--- src/pif_pkg.sv ---
// package: register map, field positions and bus types for the peripheral flag block
package pif_pkg;

  // register byte addresses
  localparam logic [7:0] PIF_OFF_CONTROL = 8'h00;
  localparam logic [7:0] PIF_OFF_EN_TWO = 8'h04;
  localparam logic [7:0] PIF_OFF_EN_THREE = 8'h08;
  localparam logic [7:0] PIF_OFF_FLAGS_TWO = 8'h0C;
  localparam logic [7:0] PIF_OFF_FLAGS_THREE = 8'h10;
  localparam logic [7:0] PIF_OFF_IRQ_STATUS = 8'h14;
  localparam logic [7:0] PIF_OFF_IRQ_MASK = 8'h18;

  // control register fields
  localparam int PIF_BIT_GLOBAL_EN = 7;
  localparam int PIF_BIT_PERIPH_EN = 6;
  localparam logic [7:0] PIF_CONTROL_MASK = 8'hC0;

  // implemented flag positions in each flag register
  localparam logic [7:0] PIF_FLAGS_TWO_MASK = 8'hFD;
  localparam logic [7:0] PIF_FLAGS_THREE_MASK = 8'h7A;

  // reset values
  localparam logic [7:0] PIF_RESET_BYTE = 8'h00;
  localparam logic [1:0] PIF_RESET_STATUS = 2'h0;

  // sticky status bits
  localparam int PIF_ST_REQ_RISE = 0;
  localparam int PIF_ST_EVT_SEEN = 1;

  // axi response codes
  localparam logic [1:0] PIF_RESP_OKAY = 2'h0;
  localparam logic [1:0] PIF_RESP_SLVERR = 2'h2;

  // event sources grouped per flag register
  typedef struct packed {
    logic [7:0] two;
    logic [7:0] three;
  } pif_events_s;

  // one register write, as seen by the flag core
  typedef struct packed {
    logic en;
    logic [7:0] addr;
    logic [7:0] data;
  } pif_wr_s;

endpackage : pif_pkg
--- src/pif_flag_bank.sv ---
// one flag register: event set, software write, unimplemented bits held at zero
`timescale 1ns/1ns
module pif_flag_bank import pif_pkg::*; #(
  parameter logic [7:0] IMPL_MASK = 8'hFF
) (
  input wire logic aclk,
  input wire logic aresetn,
  input wire logic [7:0] event_in,
  input wire logic wr_en,
  input wire logic [7:0] wr_data,
  output logic [7:0] flags
);

  logic [7:0] flags_reg;
  logic [7:0] flags_next;

  // a software write lands first, then events set on top so none is lost
  always_comb begin
    flags_next = flags_reg;
    if (wr_en) begin
      flags_next = wr_data;
    end
    flags_next = (flags_next | event_in) & IMPL_MASK;
  end

  always_ff @(posedge aclk) begin
    if (!aresetn) begin
      flags_reg <= PIF_RESET_BYTE;
    end else begin
      flags_reg <= flags_next;
    end
  end

  assign flags = flags_reg;

endmodule : pif_flag_bank

--- src/pif_irq_flags.sv ---
// top: peripheral interrupt flags and enables behind an axi4-lite slave
// Summary of operation
// - events set flags regardless of any enable
// - second flag register bit layout
// - unimplemented flag bits always read zero
// - third flag register bit layout
// - flags readable, writable, one means pending
// - all flags reset to zero
// - enable bits mirror flags; global, peripheral enables
// - peripheral enable gates every peripheral request
//
// Our own choices: the AXI4-Lite slave port and the register offsets.
`timescale 1ns/1ns
module pif_irq_flags import pif_pkg::*; (
  input wire logic aclk,
  input wire logic aresetn,
  input wire logic osc_fail_evt,
  input wire logic comparator_two_evt,
  input wire logic comparator_one_evt,
  input wire logic nv_write_done_evt,
  input wire logic bus_collision_evt,
  input wire logic display_module_evt,
  input wire logic capcomp_two_evt,
  input wire logic capcomp_five_evt,
  input wire logic capcomp_four_evt,
  input wire logic capcomp_three_evt,
  input wire logic timer_six_match_evt,
  input wire logic timer_four_match_evt,
  input wire logic [7:0] s_axi_awaddr,
  input wire logic s_axi_awvalid,
  output logic s_axi_awready,
  input wire logic [31:0] s_axi_wdata,
  input wire logic [3:0] s_axi_wstrb,
  input wire logic s_axi_wvalid,
  output logic s_axi_wready,
  output logic [1:0] s_axi_bresp,
  output logic s_axi_bvalid,
  input wire logic s_axi_bready,
  input wire logic [7:0] s_axi_araddr,
  input wire logic s_axi_arvalid,
  output logic s_axi_arready,
  output logic [31:0] s_axi_rdata,
  output logic [1:0] s_axi_rresp,
  output logic s_axi_rvalid,
  input wire logic s_axi_rready,
  output logic periph_irq_req,
  output logic irq
);

  ////////////////////////////////////////////////////////////////////////////
  // address decode helper, shared by read and write paths

  function automatic logic pif_mapped(input logic [7:0] a);
    case (a)
      PIF_OFF_CONTROL, PIF_OFF_EN_TWO, PIF_OFF_EN_THREE, PIF_OFF_FLAGS_TWO,
      PIF_OFF_FLAGS_THREE, PIF_OFF_IRQ_STATUS, PIF_OFF_IRQ_MASK: pif_mapped = 1'b1;
      default: pif_mapped = 1'b0;
    endcase
  endfunction : pif_mapped

  ////////////////////////////////////////////////////////////////////////////
  // event gathering into register layout

  pif_events_s events;

  // packing puts each source at its documented bit
  always_comb begin
    events.two = {osc_fail_evt, comparator_two_evt, comparator_one_evt, nv_write_done_evt,
                  bus_collision_evt, display_module_evt, 1'b0, capcomp_two_evt};
    events.three = {1'b0, capcomp_five_evt, capcomp_four_evt, capcomp_three_evt,
                    timer_six_match_evt, 1'b0, timer_four_match_evt, 1'b0};
  end

  ////////////////////////////////////////////////////////////////////////////
  // axi4-lite write channel: address and data taken in either order

  logic [7:0] awaddr_reg;
  logic aw_held_reg;
  logic [7:0] wdata_reg;
  logic [3:0] wstrb_reg;
  logic w_held_reg;
  logic bvalid_reg;
  logic [1:0] bresp_reg;
  pif_wr_s wr;
  logic wr_fire;

  // each channel is accepted once, then held until the write fires with both halves in
  always_ff @(posedge aclk) begin
    if (!aresetn) begin
      aw_held_reg <= 1'b0;
      awaddr_reg <= 8'h00;
    end else if (s_axi_awvalid && s_axi_awready) begin
      aw_held_reg <= 1'b1;
      awaddr_reg <= s_axi_awaddr;
    end else if (wr_fire) begin
      aw_held_reg <= 1'b0;
    end
  end

  always_ff @(posedge aclk) begin
    if (!aresetn) begin
      w_held_reg <= 1'b0;
      wdata_reg <= 8'h00;
      wstrb_reg <= 4'h0;
    end else if (s_axi_wvalid && s_axi_wready) begin
      w_held_reg <= 1'b1;
      wdata_reg <= s_axi_wdata[7:0];
      wstrb_reg <= s_axi_wstrb;
    end else if (wr_fire) begin
      w_held_reg <= 1'b0;
    end
  end

  // ready only while the slot is empty and no response is pending
  always_ff @(posedge aclk) begin
    if (!aresetn) begin
      s_axi_awready <= 1'b0;
      s_axi_wready <= 1'b0;
    end else begin
      s_axi_awready <= !aw_held_reg && !(s_axi_awvalid && s_axi_awready) && !bvalid_reg
                       && !wr_fire;
      s_axi_wready <= !w_held_reg && !(s_axi_wvalid && s_axi_wready) && !bvalid_reg
                      && !wr_fire;
    end
  end

  // slots are freed on every completed pair, strobe or not, else the bus would lock up
  assign wr_fire = aw_held_reg && w_held_reg && !bvalid_reg;

  // write commits when both halves are held; only byte lane 0 carries data
  always_comb begin
    wr.en = wr_fire && wstrb_reg[0];
    wr.addr = awaddr_reg;
    wr.data = wdata_reg;
  end

  always_ff @(posedge aclk) begin
    if (!aresetn) begin
      bvalid_reg <= 1'b0;
      bresp_reg <= PIF_RESP_OKAY;
    end else if (wr_fire) begin
      bvalid_reg <= 1'b1;
      bresp_reg <= pif_mapped(awaddr_reg) ? PIF_RESP_OKAY : PIF_RESP_SLVERR;
    end else if (s_axi_bvalid && s_axi_bready) begin // only a real handshake retires it
      bvalid_reg <= 1'b0;
    end
  end

  // a strobe without lane 0 still completes, it just changes nothing
  always_ff @(posedge aclk) begin
    if (!aresetn) begin
      s_axi_bvalid <= 1'b0;
      s_axi_bresp <= PIF_RESP_OKAY;
    end else begin
      s_axi_bvalid <= bvalid_reg && !(s_axi_bvalid && s_axi_bready);
      s_axi_bresp <= bresp_reg;
    end
  end

  ////////////////////////////////////////////////////////////////////////////
  // enable and control registers

  logic [7:0] control_reg;
  logic [7:0] enable_two_reg;
  logic [7:0] enable_three_reg;
  logic [1:0] irq_mask_reg;

  // enables share the flag layout, so unimplemented positions stay zero too
  always_ff @(posedge aclk) begin
    if (!aresetn) begin
      control_reg <= PIF_RESET_BYTE;
      enable_two_reg <= PIF_RESET_BYTE;
      enable_three_reg <= PIF_RESET_BYTE;
      irq_mask_reg <= PIF_RESET_STATUS;
    end else if (wr.en) begin
      case (wr.addr)
        PIF_OFF_CONTROL: control_reg <= wr.data & PIF_CONTROL_MASK;
        PIF_OFF_EN_TWO: enable_two_reg <= wr.data & PIF_FLAGS_TWO_MASK;
        PIF_OFF_EN_THREE: enable_three_reg <= wr.data & PIF_FLAGS_THREE_MASK;
        PIF_OFF_IRQ_MASK: irq_mask_reg <= wr.data[1:0];
        default: ;
      endcase
    end
  end

  ////////////////////////////////////////////////////////////////////////////
  // flag registers

  logic [7:0] flags_two;
  logic [7:0] flags_three;

  pif_flag_bank #(.IMPL_MASK(PIF_FLAGS_TWO_MASK)) u_flags_two (
    .aclk(aclk),
    .aresetn(aresetn),
    .event_in(events.two),
    .wr_en(wr.en && wr.addr == PIF_OFF_FLAGS_TWO),
    .wr_data(wr.data),
    .flags(flags_two)
  );

  pif_flag_bank #(.IMPL_MASK(PIF_FLAGS_THREE_MASK)) u_flags_three (
    .aclk(aclk),
    .aresetn(aresetn),
    .event_in(events.three),
    .wr_en(wr.en && wr.addr == PIF_OFF_FLAGS_THREE),
    .wr_data(wr.data),
    .flags(flags_three)
  );

  ////////////////////////////////////////////////////////////////////////////
  // peripheral request toward the core

  logic req_now;
  logic req_prev_reg;

  // relies on software clearing stale flags before enabling, else it fires at once
  assign req_now = control_reg[PIF_BIT_GLOBAL_EN] && control_reg[PIF_BIT_PERIPH_EN]
                   && (|(flags_two & enable_two_reg) || |(flags_three & enable_three_reg));

  always_ff @(posedge aclk) begin
    if (!aresetn) begin
      periph_irq_req <= 1'b0;
      req_prev_reg <= 1'b0;
    end else begin
      periph_irq_req <= req_now;
      req_prev_reg <= req_now;
    end
  end

  ////////////////////////////////////////////////////////////////////////////
  // sticky status, write one to clear; set wins over clear

  logic [1:0] status_reg;
  logic [1:0] status_set;
  logic [1:0] status_clr;

  always_comb begin
    status_set = 2'b00;
    status_set[PIF_ST_REQ_RISE] = req_now && !req_prev_reg;
    status_set[PIF_ST_EVT_SEEN] = |events.two || |events.three;
    status_clr = (wr.en && wr.addr == PIF_OFF_IRQ_STATUS) ? wr.data[1:0] : 2'b00;
  end

  always_ff @(posedge aclk) begin
    if (!aresetn) begin
      status_reg <= PIF_RESET_STATUS;
    end else begin
      status_reg <= (status_reg & ~status_clr) | status_set;
    end
  end

  always_ff @(posedge aclk) begin
    if (!aresetn) begin
      irq <= 1'b0;
    end else begin
      irq <= |(((status_reg & ~status_clr) | status_set) & irq_mask_reg);
    end
  end

  ////////////////////////////////////////////////////////////////////////////
  // axi4-lite read channel

  logic [7:0] rd_byte;

  // unimplemented bits are zero in storage, so reads show zero there
  always_comb begin
    case (s_axi_araddr)
      PIF_OFF_CONTROL: rd_byte = control_reg;
      PIF_OFF_EN_TWO: rd_byte = enable_two_reg;
      PIF_OFF_EN_THREE: rd_byte = enable_three_reg;
      PIF_OFF_FLAGS_TWO: rd_byte = flags_two;
      PIF_OFF_FLAGS_THREE: rd_byte = flags_three;
      PIF_OFF_IRQ_STATUS: rd_byte = {6'h00, status_reg};
      PIF_OFF_IRQ_MASK: rd_byte = {6'h00, irq_mask_reg};
      default: rd_byte = 8'h00;
    endcase
  end

  always_ff @(posedge aclk) begin
    if (!aresetn) begin
      s_axi_arready <= 1'b0;
      s_axi_rvalid <= 1'b0;
      s_axi_rdata <= 32'h0000_0000;
      s_axi_rresp <= PIF_RESP_OKAY;
    end else if (s_axi_arvalid && s_axi_arready) begin
      s_axi_arready <= 1'b0;
      s_axi_rvalid <= 1'b1;
      s_axi_rdata <= {24'h00_0000, rd_byte};
      s_axi_rresp <= pif_mapped(s_axi_araddr) ? PIF_RESP_OKAY : PIF_RESP_SLVERR;
    end else if (s_axi_rvalid) begin
      s_axi_arready <= 1'b0;
      if (s_axi_rready) begin
        s_axi_rvalid <= 1'b0;
      end
    end else begin
      s_axi_arready <= 1'b1;
    end
  end

endmodule : pif_irq_flags

--- config.mk ---
export PLATFORM = sky130hd
export DESIGN_NAME = pif_irq_flags
export DESIGN_NICKNAME = d
export VERILOG_FILES = /design/src/pif_pkg.sv /design/src/pif_flag_bank.sv /design/src/pif_irq_flags.sv
export SDC_FILE = /design/constraint.sdc
export NUM_CORES = 1
export LEC_CHECK = 0
export BUFFER_PORTS_ARGS = -buffer_cell sky130_fd_sc_hd__buf_2
export CORE_MARGIN = 4
export CORE_UTILIZATION = 35
export CTS_CLUSTER_DIAMETER = 150
export DETAILED_ROUTE_END_ITERATION = 6
export SYNTH_ARGS = -nofsm -noshare
export SYNTH_HDL_FRONTEND = slang
export SYNTH_HIERARCHICAL = 1
export SYNTH_SLANG_ARGS = --single-unit
--- constraint.sdc ---
create_clock -name aclk -period 4.1 [get_ports aclk]
set_clock_uncertainty 0.05 [all_clocks]
set_input_delay 0.82 -clock aclk [delete_from_list [all_inputs] [get_ports aclk]]
set_output_delay 0.82 -clock aclk [all_outputs]
set_load 0.01 [all_outputs]
==> key figures <==
GRT
  • Met1 usage in global routing: 18.9%
  • Pin count of the biggest net entering global routing: 33
  • Global route overflow: 0
  • First-pass GRT wire length: 11.8 mm
  • Met3 usage: 2.53%
  • Initial antenna violation count: 0
  • Vias in the first global route: 2407
  • Total Routing Usage GR: 13.5%
  • Routing usage on met2: 19.9%
  • GR peak layer: met2

Setup path
  • CP max FO: 7
  • Worst reg2reg endpoint: enable_two_reg[2]
  • Worst r2r src: awaddr_reg[0]
  • CP delay by family, top: simple AND/OR/NAND/NOR gates
  • Worst EP arrival: 2540 ps
  • Worst Path Required: 4290 ps
  • Cell chain of the critical path: nor4b_1, nor4b_2, mux2i_1, nor2b_1
  • Crit-path slowest cell: nor4b_2
  • Worst setup path class: reg -> reg
  • CP Depth: 4
  • Setup crit end: enable_two_reg[2]
  • Crit start category: register
  • WP buf/inv: 0
  • Crit-path max cell delay: 980 ps
  • CP startpoint: awaddr_reg[0]
  • Worst Setup End Kind: register
  • Number of cells on the worst reg-to-reg path: 4
  • Reg2Reg Setup Slack: 1750 ps

Clocking
  • CTS buffer count: 9
  • Root Buffer: clkbuf_8
  • Clk slew on worst S/H paths: 80 ps
  • CTS H-tree depth: 3
  • Hold-fix buffers, CTS: 0
  • Worst skew pair latency: 350 ps
  • TritonCTS clock tree: built
  • Post-CTS setup buffer count: 0
  • Clock sinks: 68
  • Post-CTS resize count: 0
  • Clock buffer depth: 2

Floorplanning
  • Starting Density: 35.8%
  • Die W: 105 um
  • Die Span Y: 105 um
  • Row cnt: 35
  • Die ar.: 0.0110 mm2
  • Num ports: 114
  • Core Box Area: 0.00920 mm2

Route
  • DR iter-0 viols: 110
  • Final ANT Viol Nets: 0
  • TritonRoute pass-1 iters: 4
  • Vias after detailed routing: 2530
  • Drc violations: 0
  • Via/cell ratio: 4.90
  • Final WL: 7.45 mm
  • DR WL/cell: 14.4 um

Layout
  • Most frequent cells in the layout: dfxtp_1, buf_2, nand2_1, conb_1, mux2i_1
  • ANT cells: 0
  • Nets: 471
  • Final Non-Filler Cells: 516
  • Filler cells: 956
  • Synth-to-Final Area Change: 14.9%
  • Commonest non-fill, non-tap cell in the layout: dfxtp_1
  • Core Util, Final: 41.1%
  • Register area: 0.00136 mm2
  • Fraction of layout cells with a size suffix above 1: 24.9%
  • Footprint of the multi-input gates: 0.00173 mm2

Timing
  • Max-slew headroom: 25.9%
  • Final hold vios: 0
  • Fin Setup TNS: 0 ps
  • Maximum operating frequency: 426 MHz
  • Max-slew violation count: 0
  • Worst Tran Pin Value: 1110 ps
  • Final period util: 57.2%
  • Min Hold Slack: 387 ps
  • Post-route minimum period: 2350 ps
  • Setup Viol. Count Final: 0
  • RSZ-0062 raised after global routing: false

Logic synthesis
  • Ys flop type: dfxtp_1
  • Post-synthesis average cell area: 9.53 um2
  • Sequential-to-total area share from yosys stat: 41.4%
  • Asr flop ratio synth: 0%
  • Yosys cell types: 47
  • YS warnings: 6
  • Post-synthesis cell area: 0.00329 mm2
  • Post-synth EDFFs: 0
  • Syn Inst Count: 345
  • Yosys reg bits: 68

Placed design
  • PortBufs: 60
  • Post-DP HPWL: 5.62 mm
  • Dpl cells: 500
  • Routability congestion estimate: 0.802

Power and ir drop
  • Leak: 0.00148 uW
  • Max VDD drop: 0.156 mV
  • PD cells: 389 mW/mm2
  • Design Power: 1470 uW

Run status
  • Outcome: finished clean

Run
  • Max Cap Viol: 0

Min path
  • Worst hold path class: reg -> reg
Yosys cell counts, types with 2 or more instances:
cell | count | area, um2
dfxtp_1 | 68 | 1360
nand2_1 | 50 | 188
buf_4 | 31 | 233
mux2i_1 | 22 | 220
nor2b_1 | 20 | 125
a21boi_0 | 19 | 143
o21ai_0 | 13 | 65.1
o21a_1 | 12 | 90.1
clkbuf_1 | 9 | 33.8
mux2_2 | 8 | 90.1
mux2_4 | 7 | 105
and2_1 | 6 | 37.5
nor3b_1 | 6 | 45.0
a21oi_1 | 5 | 25.0
a22o_1 | 5 | 43.8
a22oi_1 | 5 | 37.5
nand4_1 | 5 | 31.3
nand3_1 | 4 | 20.0
nor3_1 | 4 | 20.0
nor4_1 | 4 | 25.0
nor4b_1 | 4 | 35.0
a221oi_1 | 3 | 26.3
buf_2 | 3 | 15.0
conb_1 | 3 | 11.3
inv_1 | 3 | 11.3
buf_6 | 2 | 22.5
nand2b_1 | 2 | 12.5
nor2_1 | 2 | 7.51
o2bb2ai_1 | 2 | 17.5
worst reg2reg max path, cell delays in order (launching register included):
cell and delay, ps:
dfxtp_1 360, nor4b_1 510, nor4b_2 980, mux2i_1 280, nor2b_1 60
worst min-delay path by stage:
stage	start	to	slack [ps]	cells after the start
final	s_axi_rvalid	s_axi_arready	390	1
after global routing	s_axi_rvalid	s_axi_arready	400	1
after CTS	s_axi_rvalid	s_axi_arready	390	1
after detailed placement	s_axi_rvalid	s_axi_arready	380	1
after global placement	s_axi_rvalid	s_axi_arready	370	1
after floorplan	bresp_reg[1]	s_axi_bresp[1]	370	1
logic make-up (layout without fill, tap and decap cells):
group,after synthesis,count (layout),synth area share (%)
DFF,68,68,41.4
muxes,38,38,13.3
other,3,30,0.342
and+or+nand+nor,116,116,19.6
AOI/OAI and AO/OA,72,72,15.8
buffers and inverters,48,81,9.59
where the power goes:
| group | switching, uW | internal (uW) | total [uW] | leakage (uW) |
|---|---|---|---|---|
| Combinational | 71.1 | 60.2 | 131 | 0.000806 |
| Sequential | 26.3 | 684 | 711 | 0.000555 |
| Clock | 269 | 359 | 628 | 0.000116 |
| Total | 367 | 1100 | 1470 | 0.00148 |
cell type report:
| type | count | share of cell area, % |
|---|---|---|
| clock buffer | 10 | 3.64 |
| multi-input combinational | 256 | 45.7 |
| timing repair buffer | 62 | 8.34 |
| inverter | 3 | 0.298 |
| tap | 111 | 3.68 |
| sequential | 68 | 36.0 |
| clock inverter | 6 | 2.32 |
metrics by stage:
| stage | worst slack (ps) | cell area [um2] |
|---|---|---|
| final | 1750 | 3780 |
| after global routing | 1560 | 3780 |
| after CTS | 1730 | 3780 |
| after detailed placement | 1670 | 3550 |
| after global placement | 1680 | 3550 |
| after floorplan | 1950 | 3390 |
metal layers:
metal / vias up / wire, um
li1: 1276 / -
met1: 1155 / 3660
met2: 88 / 3240
met3: 11 / 432
met4: 0 / 116
met5: - / 0
(Power assumes the default switching activity.)
